==> src/atten_regs.svh <==
// constants for the serial attenuator control block
// assumes a 50 MHz system clock sampling the three serial lines
`ifndef ATTEN_REGS_SVH
`define ATTEN_REGS_SVH

`define WORD_BITS        16
`define SEL_MSB          15
`define SEL_LSB          8
`define LVL_MSB          7
`define LVL_LSB          0
`define SEL_CH1          8'h00
`define SEL_CH2          8'h01
`define SEL_CH3          8'h02
`define LVL_FINE_MAX     8'h5F
`define LVL_COARSE_MIN   8'h60
`define LVL_COARSE_MAX   8'h7E
`define LVL_MUTE_MIN     8'h7F
`define LEVEL_RESET      8'hFF
`define HDB_MUTE         8'hFF
`define HDB_COARSE_BASE  8'h60
`define CLK_PERIOD_NS    20
`define SETUP_EN_NS      150
`define SETUP_EN_CYC     ((`SETUP_EN_NS + `CLK_PERIOD_NS - 1) / `CLK_PERIOD_NS)

`endif

==> src/atten_pkg.sv <==
// types shared by the attenuator control files
// assumes atten_regs.svh supplies the numeric constants
package atten_pkg;
	typedef enum logic [1:0] {CH_NONE, CH_ONE, CH_TWO, CH_THREE} chan_sel_t;
	typedef logic [7:0] level_t;
endpackage

==> src/serial_attenuator_control.sv <==
// three-wire serial control and decoder for a two-channel attenuator
// assumes serial lines are asynchronous; serial clock far slower than clk
//
// Behaviour
// - a word is 16 bits: selection byte then attenuation byte
// - each byte travels most significant bit first
// - selection byte is shifted in completely before attenuation byte
// - selection 00 is channel 1, 01 channel 2, 02 channel 3
// - codes 00-5F give half dB steps, 60-7E one dB steps to 78 dB
// - codes 7F through FF mute the selected channel
// - all channels come up muted without any command
// - mute code overrides any earlier attenuation setting
// - muted channel disconnects input and grounds output through about 2k
// - only a recognised selection code changes a channel
// - data is sampled on each rising serial clock edge while enable is low
// - shifting happens only while enable is low
// - rising edge of enable latches, decodes and updates the channel
// - bit leaving the shift register appears on serial out for chaining
`include "atten_regs.svh"

module serial_attenuator_control
#(
	parameter int WORD_BITS = `WORD_BITS
)
(
	// clock and reset
	input  wire logic            clk,
	input  wire logic            reset_n,
	// serial control pins
	input  wire logic            ser_clk,
	input  wire logic            ser_en_n,
	input  wire logic            ser_din,
	output logic                 ser_dout,
	// channel controls toward the ladder
	output atten_pkg::level_t    ch1_level,
	output logic                 ch1_mute,
	output atten_pkg::level_t    ch2_level,
	output logic                 ch2_mute,
	// half-dB units of current attenuation, valid when not muted
	output logic [7:0]           ch1_half_db,
	output logic [7:0]           ch2_half_db,
	// one-cycle pulse after each latched word
	output logic                 word_latched
);
	import atten_pkg::*;

	logic sclk_s;
	logic en_n_s;
	logic din_s;

	// equal filter latency on all three lines keeps data aligned with its clock edge
	// filters preset high: an idle-low serial clock only gives a harmless fall after reset
	pin_sync u_sync_clk
	(
		.clk     (clk),
		.reset_n (reset_n),
		.pin     (ser_clk),
		.level   (sclk_s)
	);

	pin_sync u_sync_en
	(
		.clk     (clk),
		.reset_n (reset_n),
		.pin     (ser_en_n),
		.level   (en_n_s)
	);

	pin_sync u_sync_din
	(
		.clk     (clk),
		.reset_n (reset_n),
		.pin     (ser_din),
		.level   (din_s)
	);

	typedef struct packed
	{
		logic                 sclk_d;
		logic                 en_d;
		logic [WORD_BITS-1:0] shift;
		logic                 dout;
		level_t               lvl1;
		level_t               lvl2;
		logic                 mute1;
		logic                 mute2;
		logic [7:0]           hdb1;
		logic [7:0]           hdb2;
		logic                 latched;
	} ctl_state_t;

	ctl_state_t st_r;
	ctl_state_t st_nxt;

	function automatic chan_sel_t decode_sel(input logic [7:0] sel);
		unique case (sel)
			`SEL_CH1: decode_sel = CH_ONE;
			`SEL_CH2: decode_sel = CH_TWO;
			`SEL_CH3: decode_sel = CH_THREE;
			default:  decode_sel = CH_NONE;
		endcase
	endfunction

	function automatic logic is_mute(input level_t lvl);
		is_mute = (lvl >= `LVL_MUTE_MIN);
	endfunction

	// attenuation in half-dB units; fine range doubles resolution of coarse
	function automatic logic [7:0] half_db(input level_t lvl);
		if (lvl <= `LVL_FINE_MAX)
			half_db = lvl;
		else if (lvl <= `LVL_COARSE_MAX)
			half_db = 8'(`HDB_COARSE_BASE + ((lvl - `LVL_COARSE_MIN) << 1));
		// mute codes report full scale so no reader takes them for a level
		else
			half_db = `HDB_MUTE;
	endfunction

	logic [7:0] sel_byte;
	level_t     lvl_byte;
	chan_sel_t  target;
	logic       sclk_rise;
	logic       en_rise;

	always_comb
	begin
		st_nxt    = st_r;
		sel_byte  = st_r.shift[`SEL_MSB:`SEL_LSB];
		lvl_byte  = st_r.shift[`LVL_MSB:`LVL_LSB];
		target    = decode_sel(sel_byte);
		// edges of filtered levels; reset presets match the idle-high enable
		sclk_rise = sclk_s && !st_r.sclk_d;
		en_rise   = en_n_s && !st_r.en_d;
		st_nxt.sclk_d  = sclk_s;
		st_nxt.en_d    = en_n_s;
		st_nxt.latched = 1'b0;
		// shift only while enabled; msb first lands at the top
		if (sclk_rise && !en_n_s)
		begin
			st_nxt.dout  = st_r.shift[WORD_BITS-1];
			st_nxt.shift = {st_r.shift[WORD_BITS-2:0], din_s};
		end
		// decode the word as it stands; surplus leading bits already left on ser_dout
		if (en_rise)
		begin
			st_nxt.latched = 1'b1;
			// channel 3 code is accepted but drives no ladder here
			unique case (target)
				CH_ONE:
				begin
					st_nxt.lvl1  = lvl_byte;
					st_nxt.mute1 = is_mute(lvl_byte);
					st_nxt.hdb1  = half_db(lvl_byte);
				end
				CH_TWO:
				begin
					st_nxt.lvl2  = lvl_byte;
					st_nxt.mute2 = is_mute(lvl_byte);
					st_nxt.hdb2  = half_db(lvl_byte);
				end
				CH_THREE, CH_NONE: ;
			endcase
		end
	end

	always_ff @(posedge clk or negedge reset_n)
	begin
		if (!reset_n)
		begin
			st_r         <= '0;
			st_r.sclk_d  <= 1'b1;
			st_r.en_d    <= 1'b1;
			st_r.lvl1    <= `LEVEL_RESET;
			st_r.lvl2    <= `LEVEL_RESET;
			st_r.mute1   <= 1'b1;
			st_r.mute2   <= 1'b1;
			st_r.hdb1    <= `HDB_MUTE;
			st_r.hdb2    <= `HDB_MUTE;
		end
		else
			st_r <= st_nxt;
	end

	assign ser_dout     = st_r.dout;
	assign ch1_level    = st_r.lvl1;
	assign ch2_level    = st_r.lvl2;
	assign ch1_mute     = st_r.mute1;
	assign ch2_mute     = st_r.mute2;
	assign ch1_half_db  = st_r.hdb1;
	assign ch2_half_db  = st_r.hdb2;
	assign word_latched = st_r.latched;

	// decoder and channel state checks
	a_mute_code: assert property (@(posedge clk) disable iff (!reset_n)
		ch1_mute == (ch1_level >= `LVL_MUTE_MIN))
		else $error("channel 1 mute disagrees with level");

	a_reset_mute: assert property (@(posedge clk) disable iff (!reset_n)
		$rose(reset_n) |-> ch1_mute && ch2_mute)
		else $error("channels not muted after reset");

	a_latch_update: assert property (@(posedge clk) disable iff (!reset_n)
		(en_rise && target == CH_ONE) |=> ch1_level == $past(lvl_byte) && word_latched)
		else $error("channel 1 not updated on latch");

	a_unaddressed_hold: assert property (@(posedge clk) disable iff (!reset_n)
		!(en_rise && target == CH_TWO) |=> $stable(ch2_level))
		else $error("channel 2 changed without address");

	// shift path checks, then further decoder, latch and reset checks
	a_shift_gated: assert property (@(posedge clk) disable iff (!reset_n)
		en_n_s && $past(en_n_s) |=> $stable(st_r.shift))
		else $error("shift register moved while disabled");

	a_shift_step: assert property (@(posedge clk) disable iff (!reset_n)
		(sclk_rise && !en_n_s) |=> st_r.shift[0] == $past(din_s)
		&& ser_dout == $past(st_r.shift[WORD_BITS-1]))
		else $error("shift or chain output wrong");

	a_bad_select: assert property (@(posedge clk) disable iff (!reset_n)
		(en_rise && target == CH_NONE) |=> $stable(ch1_level) && $stable(ch2_level))
		else $error("unknown select changed a channel");

	a_coarse_db: assert property (@(posedge clk) disable iff (!reset_n)
		(!ch1_mute && ch1_level >= `LVL_COARSE_MIN)
		|-> ch1_half_db == 8'(ch1_level * 2 - `HDB_COARSE_BASE))
		else $error("coarse attenuation mapping wrong");

	a_ch2_coarse_db: assert property (@(posedge clk) disable iff (!reset_n)
		(!ch2_mute && ch2_level >= `LVL_COARSE_MIN)
		|-> ch2_half_db == 8'(ch2_level * 2 - `HDB_COARSE_BASE))
		else $error("channel 2 coarse attenuation mapping wrong");

	a_ch1_fine_db: assert property (@(posedge clk) disable iff (!reset_n)
		(ch1_level <= `LVL_FINE_MAX) |-> ch1_half_db == ch1_level)
		else $error("channel 1 fine attenuation mapping wrong");

	a_ch2_fine_db: assert property (@(posedge clk) disable iff (!reset_n)
		(ch2_level <= `LVL_FINE_MAX) |-> ch2_half_db == ch2_level)
		else $error("channel 2 fine attenuation mapping wrong");

	a_ch2_mute_code: assert property (@(posedge clk) disable iff (!reset_n)
		ch2_mute == (ch2_level >= `LVL_MUTE_MIN))
		else $error("channel 2 mute disagrees with level");

	a_muted_full_scale: assert property (@(posedge clk) disable iff (!reset_n)
		(!ch1_mute || ch1_half_db == `HDB_MUTE) && (!ch2_mute || ch2_half_db == `HDB_MUTE))
		else $error("muted channel reports a level");

	a_ch1_mute_override: assert property (@(posedge clk) disable iff (!reset_n)
		(en_rise && target == CH_ONE && lvl_byte >= `LVL_MUTE_MIN) |=> ch1_mute)
		else $error("mute code did not mute channel 1");

	a_ch2_mute_override: assert property (@(posedge clk) disable iff (!reset_n)
		(en_rise && target == CH_TWO && lvl_byte >= `LVL_MUTE_MIN) |=> ch2_mute)
		else $error("mute code did not mute channel 2");

	a_ch2_latch: assert property (@(posedge clk) disable iff (!reset_n)
		(en_rise && target == CH_TWO) |=> ch2_level == $past(lvl_byte) && word_latched)
		else $error("channel 2 not updated on latch");

	a_ch1_hold: assert property (@(posedge clk) disable iff (!reset_n)
		!(en_rise && target == CH_ONE) |=> $stable(ch1_level) && $stable(ch1_mute) && $stable(ch1_half_db))
		else $error("channel 1 changed without address");

	a_ch2_state_hold: assert property (@(posedge clk) disable iff (!reset_n)
		!(en_rise && target == CH_TWO) |=> $stable(ch2_mute) && $stable(ch2_half_db))
		else $error("channel 2 mute or level changed without address");

	a_third_select: assert property (@(posedge clk) disable iff (!reset_n)
		(en_rise && target == CH_THREE) |=> $stable(ch1_level) && $stable(ch2_level) && word_latched)
		else $error("channel 3 select disturbed channels 1 or 2");

	a_pulse_single: assert property (@(posedge clk) disable iff (!reset_n)
		word_latched |=> !word_latched)
		else $error("latch pulse longer than one cycle");

	a_pulse_cause: assert property (@(posedge clk) disable iff (!reset_n)
		word_latched |-> $past(en_rise))
		else $error("latch pulse without enable rise");

	a_latch_no_shift: assert property (@(posedge clk) disable iff (!reset_n)
		en_rise |=> $stable(st_r.shift))
		else $error("shift register moved at latch");

	a_dout_hold: assert property (@(posedge clk) disable iff (!reset_n)
		!(sclk_rise && !en_n_s) |=> $stable(ser_dout))
		else $error("chain output moved without a shift");

	a_reset_clear: assert property (@(posedge clk) disable iff (!reset_n)
		$rose(reset_n) |-> st_r.shift == '0 && !ser_dout && !word_latched)
		else $error("shift path not cleared after reset");

	// main scenarios
	c_ch1_set:  cover property (@(posedge clk) en_rise && target == CH_ONE && !is_mute(lvl_byte));
	c_ch2_mute: cover property (@(posedge clk) en_rise && target == CH_TWO && is_mute(lvl_byte));
	c_ch3_sel:  cover property (@(posedge clk) en_rise && target == CH_THREE);
	c_bad_sel:  cover property (@(posedge clk) en_rise && target == CH_NONE);
	c_shift:    cover property (@(posedge clk) sclk_rise && !en_n_s);
endmodule

==> src/pin_sync.sv <==
// three-stage synchroniser with agreement filter for one pin
// assumes the pin is asynchronous to clk
module pin_sync
(
	// clock and reset
	input  wire logic clk,
	input  wire logic reset_n,
	// pin and filtered level
	input  wire logic pin,
	output logic      level
);
	typedef struct packed
	{
		logic s1;
		logic s2;
		logic s3;
		logic lvl;
	} sync_state_t;

	sync_state_t st_r;
	sync_state_t st_nxt;

	always_comb
	begin
		st_nxt     = st_r;
		st_nxt.s1  = pin;
		st_nxt.s2  = st_r.s1;
		st_nxt.s3  = st_r.s2;
		// change only when stages two and three agree
		if (st_r.s2 == st_r.s3)
			st_nxt.lvl = st_r.s3;
	end

	always_ff @(posedge clk or negedge reset_n)
	begin
		if (!reset_n)
			st_r <= '{s1: 1'b1, s2: 1'b1, s3: 1'b1, lvl: 1'b1};
		else
			st_r <= st_nxt;
	end

	assign level = st_r.lvl;
endmodule

==> config.mk <==
export PLATFORM = sky130hd
export DESIGN_NAME = serial_attenuator_control
export DESIGN_NICKNAME = d
export VERILOG_FILES = /design/src/atten_pkg.sv /design/src/serial_attenuator_control.sv /design/src/pin_sync.sv
export VERILOG_INCLUDE_DIRS = /design/src
export SDC_FILE = /design/constraint.sdc
export NUM_CORES = 1
export LEC_CHECK = 0
export BUFFER_PORTS_ARGS = -buffer_cell sky130_fd_sc_hd__buf_2
export CORE_MARGIN = 2
export CORE_UTILIZATION = 40
export DETAILED_ROUTE_END_ITERATION = 6
export GPL_TIMING_DRIVEN = 1
export PLACE_DENSITY = 0.58
export SYNTH_ARGS = -nofsm -noshare
export SYNTH_HDL_FRONTEND = slang
export SYNTH_SLANG_ARGS = --single-unit
==> constraint.sdc <==
create_clock -name clk -period 1.8 [get_ports clk]
set_input_delay 0.18 -clock clk [delete_from_list [all_inputs] [get_ports clk]]
set_output_delay 0.18 -clock clk [all_outputs]
set_load 0.05 [all_outputs]
# Word level (Yosys, flattened, before mapping)
# Index checks and enable logic that the tools add are counted.
# totals
reg_bits,66
inputBits,5
# op_classes
n_mux,4
add_sub_neg,2
magnitude_cmp,3
eq_ne,7
reduce_logical,9
# op_table
cell,n
8-bit by 7-bit less-or-equal comparator with 1-bit output (second input constant),2
8-bit two-way mux,2
7-bit by 8-bit adder with 8-bit output (first input constant),1
8-bit by 1-bit == test with 1-bit output (second input constant),1
8-bit by 2-bit == test with 1-bit output (second input constant),1
8-bit by 7-bit >= comparator with 1-bit output (second input constant),1
8-bit logical NOT,1
7-bit subtractor (second input constant),1
2-bit one-hot mux with 3 select lines,1
2-bit AND reduction,2
1-bit == test,3
1-bit logical AND,3
1-bit logical NOT,3
2-bit by 1-bit == test with 1-bit output (second input constant),1
2-bit == test (second input constant),1
1-bit two-way mux,1

# Depth between registers and ports, before layout
# Gate-level depths: netlist of run 1.
# logic_depth
ltp_word,4
ltp_mapped,6
ltp_nobuf,6

# Cells and area by module
# A second synthesis of run 1 with hierarchy kept.
# unflattened
hier_cells,208
hier_area_um2,2837.7
# by_module_without_submodules
mod,instances,area_each_um2,cells_per_inst,seq_area_each_um2
serial_attenuator_control,1,2488.6,193,1396.3
pin_sync,3,116.4,5,105.1

# Worst setup path before layout of run 1
# No wires, ideal clock.
# synth_timing
path_type,register -> register
start,reg st_r (netlist bit sel_byte[1])
end,reg st_r (netlist bit ch1_level[7])
synth_period_minus_slack_ns,1.951
n_path_buf,2
t_arrival_ns,1.866
path_slack_ns,-0.151
required_time_ns,1.715
path_stages_with_launch,7
path_cell_list,dfrtp_1 or4_4 nor3b_2 and3b_1 buf_4 buf_8 mux2_1
# synth_via
elab_chain_cells,4
elab_cells_between_ends,6
cone_classes,eq/ne: 3; mux: 1; reduce/logical: 2
# synth_lines
element,line_no,rtl
from (decl),serial_attenuator_control.sv:92,ctl_state_t st_r;
from (signal assigned),serial_attenuator_control.sv:181,st_r <= st_nxt;
8-bit by 2-bit == test with 1-bit output (tied with other cells),serial_attenuator_control.sv:96,unique case (sel)
2-bit one-hot mux with 3 select lines (*),serial_attenuator_control.sv:96,
2-bit by 1-bit == test with 1-bit output (*),serial_attenuator_control.sv:148,unique case (target)
2-bit AND reduction (no line) (*),--,
# Mark *: on every way between the ends. The rest lies on a longest branch, timed or not.
# A chain may end at the register's enable or synchronous reset.

# Worst setup path in the final report of run 1
# layout_timing
start,reg st_r (netlist bit sel_byte[1])
end,reg st_r (netlist bit ch1_half_db[1])
# Same word-level chain as after synthesis.

==> key figures, run 1 <==
Detailed routing
  – WL final: 4873 microns
  – DR vias/cell: 4.534
  – Initial DRC count: 60
  – DRC Markers: 0
  – WL/cell: 14.21 microns
  – DR pass1 iterations: 4
  – Vias post-DR: 1555
  – Antenna Nets Post-Route: 0

Floorplanning
  – Core footprint: 0.007176 sq mm
  – Chip width: 89.46 microns
  – Std cell rows: 31
  – Starting Density: 40.71%
  – Die Area: 0.008003 sq mm
  – Die Y: 89.46 microns
  – I/O pins: 41

Worst setup path
  – Crit path to: ch1_half_db[1]
  – Crit path cell chain: or4_4 -> nor3b_4 -> and3b_2 -> buf_6 -> mux2_2
  – Worst Path Required: roughly 2100 ps
  – CP Data Arrival Time: about 2200 ps
  – CP Launch Point: sel_byte[1]
  – CP delay by family, top: simple AND/OR/NAND/NOR gates
  – Slowest-stage cell, CP: or4_4
  – CP bufs+invs: 1
  – R2R Path End: ch1_half_db[1]
  – CP Capture Type: flop
  – CP Launch Type: flop
  – Logic depth of the worst path, buffers included: 5
  – Slowest stage delay, CP: ~540 ps
  – R2r setup slk: -110 ps
  – Critical path class: reg2reg
  – Reg2reg path depth: 5
  – Crit-path max FO: 9
  – Worst r2r src: sel_byte[1]

Global routing
  – Total track usage: 13.29%
  – Vias in the first global route: 1527
  – Largest net degree at the start of global routing: 46
  – Initial antenna violation count: 0
  – First-pass GRT wire length: ~7800 microns
  – GR Overflow Total: 0

STA
  – Fmax: ~0.52 GHz
  – Relative slew margins: 66.56%
  – Final setup margin: -107.4 ps
  – Worst Tran Pin Value: 501.6 ps
  – Post-layout min period: 1907 ps
  – Slew Viols, Final: 0
  – Post-Route Setup TNS: -2571 ps
  – RSZ-0062 raised after global routing: yes
  – Hold Violations, Final: 0
  – Setup-failing EPs final: 32
  – Fin crit share: 106.0%
  – Layout Skew: approximately 6.8 ps

Synth
  – Syn_area_per_cell: 14.25 sq um
  – Netlist cell types: 31
  – Cells after synthesis: 205
  – Mapped cell area: a little under 0.003 sq mm
  – Syn nets: 213
  – Top post-synthesis cells by area: dfstp_2, dfrtp_1, mux2_2, buf_4, mux2_4
  – Flops & latches, synth: 66
  – Post-synth top area cell: dfstp_2
  – Synthesis Warnings: 0
  – Sequential area share after synthesis: 58.59%
  – Post-synth top area share: 43.17%

Finish
  – Ant diodes: 0
  – Final core occ: 47.24%
  – FF+latch area: 0.001712 sq mm
  – Layout cells sized above 1: 70.08%
  – Multi-input gate area: 922.1 sq um
  – Final Cell Area: 0.003390 sq mm
  – Area delta synth->final: 16.02%
  – Layout Nets: between 200 and 250
  – Fill cell count: 655

CTS
  – TritonCTS Buffers: 9
  – Skew-Pair Late Insertion Delay: between 300 and 400 ps
  – CTS Sinks: 66
  – CTS tree: yes
  – H-Tree Depth: 3
  – Clk slew on worst S/H paths: 70 ps
  – CTS root buf: clkbuf_8
  – Clock Path Buffers: 2

Power and ir drop
  – Peak supply drop: 0.0005796 V
  – Leakage power: 0.001622 uW
  – Pwr dens: 1724 mW/mm^2
  – Power after layout: 5844 uW

Place
  – Place WS: -131.0 ps
  – DP HPWL: 3297 microns
  – IO Port Bufs: 40
  – Routability Congestion: around 0.78
  – Cell area after placement: between 0.003 and 0.004 sq mm

Run status
  – Status: finished, violations left
  – Violated checks: negative setup slack

Hold path
  – Min-delay worst type: in2async

Job
  – Maxcap violations: 0
-- flip-flops by register name, indices dropped and copies added (netlist names), 8 cells and up --
signal,flops
ch1_half_db,8
ch2_level,8
lvl_byte,8
ch2_half_db,8
sel_byte,8
ch1_level,8
-- logic make-up after synthesis --
logic type | synth area share, %
DFF | 58.59
muxes | 19.96
buffers and inverters | 10.79
and+or+nand+nor | 4.454
AOI/OAI and AO/OA | 3.897
adders and majority gates | 2.313
-- Yosys cell counts --
| cell type | count |
|---|---|
| a211o_1 | 3 |
| buf_6 | 1 |
| or3b_1 | 1 |
| a31o_2 | 2 |
| nor3b_1 | 1 |
| buf_4 | 33 |
| nand3_1 | 1 |
| dfrtp_1 | 18 |
| inv_1 | 5 |
| or4_4 | 1 |
| maj3_1 | 3 |
| o211ai_1 | 2 |
| nor2_1 | 1 |
| nor3b_2 | 1 |
| and3b_1 | 1 |
| mux2_1 | 9 |
| a21oi_1 | 6 |
| and2b_2 | 1 |
| and3_1 | 3 |
| clkbuf_1 | 5 |
| buf_8 | 1 |
| mux2i_1 | 2 |
| mux2_4 | 9 |
| dfstp_2 | 48 |
| nand3_2 | 1 |
| o21ai_0 | 5 |
| nand2_1 | 7 |
| and4_1 | 1 |
| buf_1 | 1 |
| mux2_2 | 29 |
| ha_1 | 3 |
-- how the worst min path moves through the flow --
| stage | startpoint | endpoint | slack [ps] | cells past startpoint |
|---|---|---|---|---|
| floorplan | reset_n | lvl_byte[0] | -120 | 0 |
| global placement | ser_en_n | u_sync_en.st_nxt[2] | 290 | 1 |
| detailed placement | ser_clk | u_sync_clk.st_nxt[2] | 290 | 1 |
| CTS | reset_n | ch2_half_db[1] | 150 | 1 |
| global route | reset_n | ch2_half_db[1] | 180 | 1 |
| finish | reset_n | ch2_level[6] | 140 | 1 |
-- what timing repair did --
action | 4_1_cts | 5_1_grt
setup endpoints to repair | 32 | 34
hold buffers | 3 | 0
pin swaps | 0 | 1
gates resized for setup | 6 | 3
endpoints found under the hold margin | 3 | 0
setup buffers | 1 | 0
-- through the flow --
step	std cells	hold slack [ps]
after floorplan	205	-115.6
after global placement	323	285.8
after detailed placement	323	286.5
after CTS	343	149.6
after global routing	343	177.6
final	343	137.5
-- layout make-up --
type | count | area share [%]
sequential | 66 | 50.50
multi-input combinational | 93 | 27.21
timing repair buffer | 64 | 12.51
clock buffer | 13 | 4.393
tap | 99 | 3.654
clock inverter | 3 | 1.181
inverter | 5 | 0.5537
-- metal layers --
metal,wire (microns),part of all wire (%),GRT usage (%),vias to the layer above
li1,-,-,-,746
met1,2339,48,17.04,769
met2,2236,46,19.93,35
met3,251,5.2,6.464,5
met4,46,0.94,4.071,0
met5,0,0,0,-
-- cell usage in the layout (no fill, tap or decap), drive strengths merged --
cell | Yosys | layout
o21ai | 5 | 5
nor3b | 2 | 2
nor2 | 1 | 1
ha | 3 | 3
mux2i | 2 | 2
buf | 36 | 61
o211ai | 2 | 2
mux2 | 47 | 47
and3b | 1 | 1
a21oi | 6 | 6
clkbuf | 5 | 13
dfstp | 48 | 48
and3 | 3 | 3
a211o | 3 | 3
nand3 | 2 | 2
inv | 5 | 5
nand2 | 7 | 7
a31o | 2 | 2
dfrtp | 18 | 18
or4 | 1 | 1
dlygate4sd3 | 0 | 3
or3b | 1 | 1
clkinv | 0 | 2
and2b | 1 | 1
and4 | 1 | 1
maj3 | 3 | 3
bufinv | 0 | 1
-- power by group --
group | total (uW) | switching [uW] | internal [uW]
combinational | 2350 | 1520 | 834
sequential | 2290 | 249 | 2050
clock | 1200 | 521 | 675
Power figures use the tool's default switching activity.
==> inputs of run 2 (changes only) <==
--- a/config.mk
+++ b/config.mk
@@ -9,6 +9,7 @@
 export BUFFER_PORTS_ARGS = -buffer_cell sky130_fd_sc_hd__buf_2
 export CORE_MARGIN = 2
 export CORE_UTILIZATION = 40
+export CTS_BUF_LIST = sky130_fd_sc_hd__clkbuf_4 sky130_fd_sc_hd__clkbuf_8 sky130_fd_sc_hd__clkbuf_16
 export DETAILED_ROUTE_END_ITERATION = 6
 export GPL_TIMING_DRIVEN = 1
 export PLACE_DENSITY = 0.58
==> key figures, run 2 (synthesis gave the netlist of run 1 again) <==
Worst setup path
  – Worst r2r src: sel_byte[1]
  – CP Data Arrival Time: 2170 ps (about the same)
  – Critical path class: reg2reg
  – R2r setup slk: -110 ps (about the same)
  – CP Capture Type: flop
  – Slowest-stage cell, CP: or4_4
  – Crit-path max FO: 9 (unchanged)
  – R2R Path End: ch1_half_db[1]
  – Crit path cell chain: or4_4 -> nor3b_4 -> and3b_2 -> buf_6 -> mux2_2
  – Reg2reg path depth: 5 (unchanged)
  – CP Launch Type: flop
  – Worst Path Required: 2050 ps (about the same)
  – Slowest stage delay, CP: 540 ps (about the same)

Floorplanning
  – Die Y: 89.46 microns (unchanged)
  – Starting Density: 40.71% (unchanged)
  – I/O pins: 41 (unchanged)
  – Std cell rows: 31 (unchanged)
  – Die Area: 0.008003 sq mm (unchanged)
  – Core footprint: 0.007176 sq mm (unchanged)
  – Chip width: 89.46 microns (unchanged)

Detailed routing
  – Initial DRC count: 74 (+23%)
  – DRC Markers: 0 (unchanged)
  – Antenna Nets Post-Route: 0 (unchanged)
  – DR pass1 iterations: 4 (unchanged)
  – Vias post-DR: 1570 (+0.96%)
  – WL final: 4890 microns (+0.35%)
  – WL/cell: 14.26 microns (+0.35%)
  – DR vias/cell: 4.577 (+0.96%)

Global routing
  – Initial antenna violation count: 0 (unchanged)
  – Vias in the first global route: 1533 (+0.39%)
  – Total track usage: 13.31% (+0.017 points)
  – GR Overflow Total: 0 (unchanged)
  – Largest net degree at the start of global routing: 46 (unchanged)
  – First-pass GRT wire length: 7803 microns (about the same)

STA
  – Layout Skew: 7.734 ps (+0.9765 ps)
  – Post-Route Setup TNS: -2591 ps (-20.63 ps)
  – Fmax: 0.5232 GHz (-0.21%)
  – Worst Tran Pin Value: 501.5 ps (-0.09102 ps)
  – RSZ-0062 raised after global routing: yes
  – Slew Viols, Final: 0 (unchanged)
  – Setup-failing EPs final: 32 (unchanged)
  – Final setup margin: -111.5 ps (-4.029 ps)
  – Fin crit share: 106.2% (+0.22 points)
  – Post-layout min period: 1911 ps (+4.029 ps)
  – Relative slew margins: 66.57% (about the same)
  – Hold Violations, Final: 0 (unchanged)

Power and ir drop
  – Sequential share of power: 38.9% (-0.4 points)
  – Clock power frac: 21.1% (+0.6 points)
  – Peak supply drop: 0.0005781 V (-0.25%)
  – Leakage power: 0.001632 uW (+0.59%)
  – Pint: 3599 uW (+1.3%)
  – Combinational share of power: 40.0% (-0.3 points)
  – Power after layout: 5889 uW (+0.78%)
  – Sw frac: 38.88% (-0.29 points)
  – Pwr dens: 1732 mW/mm^2 (+0.45%)
  – Psw: 2290 uW (about the same)

CTS
  – CTS Sinks: 66 (unchanged)
  – TritonCTS Buffers: 9 (unchanged)
  – Clock Path Buffers: 2 (unchanged)
  – Clk slew on worst S/H paths: 70 ps (about the same)
  – CTS root buf: clkbuf_8
  – Skew-Pair Late Insertion Delay: 330 ps (about the same)
  – H-Tree Depth: 3 (unchanged)
  – CTS tree: yes

Finish
  – Commonest non-fill, non-tap cell in the layout: dfstp_2
  – Ant diodes: 0 (unchanged)
  – Final core occ: 47.39% (+0.16 points)
  – Final Non-Filler Cells: 343 (unchanged)
  – Layout Nets: 247 (unchanged)
  – Area delta synth->final: 16.40%
  – Most frequent cells in the layout: dfstp_2, buf_2, mux2_2
  – Layout cells sized above 1: 71.31% (+1.2 points)

Place
  – DP HPWL: 3297 microns (unchanged)
  – Placed cell count: 323 (unchanged)
  – Routability Congestion: 0.7765 (unchanged)
  – IO Port Bufs: 40 (unchanged)

Run status
  – Status: finished, violations left
  – Violated checks: negative setup slack

Job
  – Maxcap violations: 0 (unchanged)

Hold path
  – Min-delay worst type: in2async
-- run 2: metal layers --
layer	vias up	global-route usage, %	wire length, microns
met5	-	0	0
met4	0	4.071	48
met3	5	6.464	285
met2	37	19.93	2238
met1	780	17.09	2316
li1	748	-	-
-- run 2: what timing repair did --
action                     4_1_cts  5_1_grt
hold endpoints to repair         3        0
pin swaps                        0        1
resized for setup                6        3
buffers inserted                 1        0
cloned                           0        0
setup endpoints to repair       32       34
hold buffers                     3        0
-- run 2: area by class of cell --
| class | instances | area [sq um] |
|---|---|---|
| clock inverter | 3 | 40.04 |
| tap | 99 | 123.9 |
| sequential | 66 | 1712 |
| fill | 658 | 3775 |
| timing repair buffer | 64 | 424.2 |
| multi-input combinational | 93 | 922.1 |
| clock buffer | 13 | 160.2 |
| inverter | 5 | 18.77 |
-- run 2: critical path, delay by kind of cell, from the launching register on --
| kind | cells | cell delay, ps |
|---|---|---|
| multiplexers | 1 | 340 |
| AND/OR/NAND/NOR | 3 | 960 |
| flip-flops | 1 | 380 |
| buffers and inverters | 1 | 150 |
-- run 2: stage by stage --
stage / setup slack (ps) / hold WS [ps] / area (sq um)
global route: -149.2 / 178.3 / 3401
finish: -111.5 / 136.7 / 3401
CTS: -101.2 / 150.5 / 3387
global placement: -69.02 / 285.8 / 3129
floorplan: -114.9 / -115.6 / 2927
detailed placement: -131.0 / 286.5 / 3129
-- run 2: power by group through the flow --
stage | registers, uW | logic (uW) | clock network, uW
finish | 2290 | 2360 | 1240
global route | 2350 | 2520 | 1340
CTS | 2300 | 2370 | 1280
detailed placement | 2320 | 2310 | 0
global placement | 2320 | 2280 | 0
floorplan | 2310 | 1990 | 0
-- run 2: how the worst max path moves through the flow --
stage                           start             end  slack (ps)  cells after the start
after global routing      sel_byte[1]    ch1_level[5]        -150                      5
after CTS                 sel_byte[1]  ch1_half_db[1]        -100                      5
after detailed placement  sel_byte[1]  ch1_half_db[5]        -130                      5
final                     sel_byte[1]  ch1_half_db[1]        -110                      5
after floorplan           sel_byte[1]    ch1_level[7]        -110                      6
after global placement    sel_byte[1]  ch1_half_db[5]         -70                      5
==> inputs of run 3 (changes only) <==
--- a/config.mk
+++ b/config.mk
@@ -13,6 +13,7 @@
 export DETAILED_ROUTE_END_ITERATION = 6
 export GPL_TIMING_DRIVEN = 1
 export PLACE_DENSITY = 0.58
+export RECOVER_POWER = 100
 export SYNTH_ARGS = -nofsm -noshare
 export SYNTH_HDL_FRONTEND = slang
 export SYNTH_SLANG_ARGS = --single-unit
==> key figures, run 3 (synthesis gave the netlist of run 1 again) <==
Global routing
  – Largest net degree at the start of global routing: 46 (unchanged)
  – Vias in the first global route: 1533 (unchanged)
  – Total track usage: 13.31% (unchanged)
  – Initial antenna violation count: 0 (unchanged)
  – GR Overflow Total: 0 (unchanged)
  – First-pass GRT wire length: 7803 microns (unchanged)

Worst setup path
  – Slowest-stage cell, CP: or4_4
  – Crit path cell chain: or4_4 -> nor3b_4 -> and3b_2 -> buf_6 -> mux2_2
  – Worst r2r src: sel_byte[1]
  – R2R Path End: ch1_half_db[1]
  – Critical path class: reg2reg
  – Worst Path Required: 2050 ps (about the same)
  – CP delay by family, top: simple AND/OR/NAND/NOR gates
  – Reg2reg path depth: 5 (unchanged)
  – CP Launch Type: flop
  – Slowest stage delay, CP: 540 ps (about the same)
  – Crit-path max FO: 9 (unchanged)
  – R2r setup slk: -110 ps (about the same)
  – CP Capture Type: flop
  – CP Data Arrival Time: 2170 ps (about the same)
  – CP bufs+invs: 1 (unchanged)

Finish
  – Layout Nets: 247 (unchanged)
  – Commonest non-fill, non-tap cell in the layout: dfstp_2
  – Final Non-Filler Cells: 343 (unchanged)
  – Ant diodes: 0 (unchanged)
  – Area delta synth->final: 14.00%
  – Layout cells sized above 1: 53.28% (-18 points)
  – Final core occ: 46.42% (-0.98 points)
  – Fill cell count: 684 (+4.0%)
  – Final Cell Area: 0.003331 sq mm (-2.1%)
  – Most frequent cells in the layout: dfstp_2, clkbuf_1, mux2_2

STA
  – Worst Tran Pin Value: 1128 ps (+626.6 ps)
  – Final setup margin: -111.0 ps (+0.4410 ps)
  – Slew Viols, Final: 0 (unchanged)
  – Hold Violations, Final: 0 (unchanged)
  – Fmax: 0.5233 GHz (about the same)
  – Relative slew margins: 24.80% (-42 points)
  – Setup-failing EPs final: 32 (unchanged)
  – Layout Skew: 7.955 ps (+0.2207 ps)
  – Post-layout min period: 1911 ps (-0.4410 ps)
  – RSZ-0062 raised after global routing: yes
  – Fin crit share: 106.2% (about the same)

Place
  – Place WS: -131.0 ps (unchanged)
  – Placed cell count: 323 (unchanged)
  – IO Port Bufs: 40 (unchanged)
  – Routability Congestion: 0.7765 (unchanged)
  – DP HPWL: 3297 microns (unchanged)
  – Cell area after placement: 0.003129 sq mm (unchanged)

CTS
  – Skew-Pair Late Insertion Delay: 330 ps (about the same)
  – TritonCTS Buffers: 9 (unchanged)
  – CTS tree: yes
  – CTS Sinks: 66 (unchanged)
  – Clk slew on worst S/H paths: 70 ps (about the same)
  – Clock Path Buffers: 2 (unchanged)
  – CTS root buf: clkbuf_8
  – H-Tree Depth: 3 (unchanged)

Detailed routing
  – Initial DRC count: 69 (-6.8%)
  – DR pass1 iterations: 4 (unchanged)
  – Antenna Nets Post-Route: 0 (unchanged)
  – Vias post-DR: 1556 (-0.89%)
  – WL/cell: 14.23 microns (-0.18%)
  – DR vias/cell: 4.536 (-0.89%)
  – DRC Markers: 0 (unchanged)
  – WL final: 4881 microns (-0.18%)

Power and ir drop
  – Peak supply drop: 0.0005788 V (+0.12%)
  – Power after layout: 5812 uW (-1.3%)
  – Leakage power: 0.001473 uW (-9.7%)
  – Pwr dens: 1745 mW/mm^2 (+0.77%)

Job
  – Maxcap violations: 0 (unchanged)

Floorplanning
  – Die Y: 89.46 microns (unchanged)
  – I/O pins: 41 (unchanged)
  – Core footprint: 0.007176 sq mm (unchanged)
  – Die Area: 0.008003 sq mm (unchanged)
  – Std cell rows: 31 (unchanged)
  – Starting Density: 40.71% (unchanged)
  – Chip width: 89.46 microns (unchanged)

Hold path
  – Min-delay worst type: reg2reg
  – Worst Hold Path EP: u_sync_clk.st_nxt[1]
  – Hold path cells: 0
  – HP Start: u_sync_clk.st_nxt[2]

Run status
  – Violated checks: negative setup slack
  – Status: finished, violations left
[run 3: cell count changes in the layout (fill, tap and decap cells not counted)]
cell | previous run | this run
buf_12 | 2 | 1
buf_2 | 40 | 3
buf_4 | 16 | 14
clkbuf_1 | 0 | 38
clkbuf_2 | 0 | 1
clkbuf_4 | 3 | 4
dfstp_1 | 0 | 5
dfstp_2 | 48 | 43
nor3b_1 | 0 | 1
nor3b_2 | 1 | 0
[run 3: per-stage QoR]
stage,setup TNS [ps],hold slack [ps]
after global routing,-4216,364.2
final,-2642,361.1
after detailed placement,-3203,286.5
after CTS,-2639,150.5
after floorplan,-1292,-115.6
after global placement,-1624,285.8
[run 3: layer usage]
| metal | part of all wire (%) | global-route usage, % | up-vias |
|---|---|---|---|
| li1 | - | - | 747 |
| met1 | 48 | 17.09 | 769 |
| met2 | 46 | 19.93 | 35 |
| met3 | 5.6 | 6.464 | 5 |
| met4 | 0.98 | 4.071 | 0 |
| met5 | 0 | 0 | - |
[run 3: how the worst max path moves through the flow]
stage	slack, ps	from	end	cells after the start
2_1_floorplan	-110	sel_byte[1]	ch1_level[7]	6
3_3_place_gp	-70	sel_byte[1]	ch1_half_db[5]	5
3_5_place_dp	-130	sel_byte[1]	ch1_half_db[5]	5
4_1_cts	-100	sel_byte[1]	ch1_half_db[1]	5
5_1_grt	-150	sel_byte[1]	ch1_level[5]	5
6_report	-110	sel_byte[1]	ch1_half_db[1]	5
[run 3: area by class of cell]
cell class,instances,area (sq um),share of cell area (%)
clock buffers,13,160.2,4.808
clock inverters,3,40.04,1.202
inverters,5,18.77,0.5635
multi-input cells,93,917.1,27.54
flip-flops and latches,66,1712,51.39
well taps,99,123.9,3.719
repair buffers,64,359.1,10.78
[run 3: worst register-to-register path: stages, from the launching register on]
cell     delay, ps
dfrtp_1        380
or4_4          540
nor3b_4        190
and3b_2        230
buf_6          150
mux2_2         340
[run 3: power breakdown]
part | internal [uW] | leakage (uW) | total (uW) | switching, uW
Combinational | 755 | 0.000628 | 2280 | 1520
Sequential | 2040 | 0.000737 | 2300 | 253
Clock | 720 | 0.000108 | 1240 | 517
Total | 3520 | 0.00147 | 5810 | 2290
[run 3: repair_timing]
| action | 4_1_cts | 5_1_grt |
|---|---|---|
| hold buffers | 3 | 0 |
| setup buffers | 1 | 0 |
| resized for setup | 6 | 3 |
| setup endpoints to repair | 32 | 34 |
| pin swaps | 0 | 1 |
| endpoints found under the hold margin | 3 | 0 |
| gates cloned | 0 | 0 |
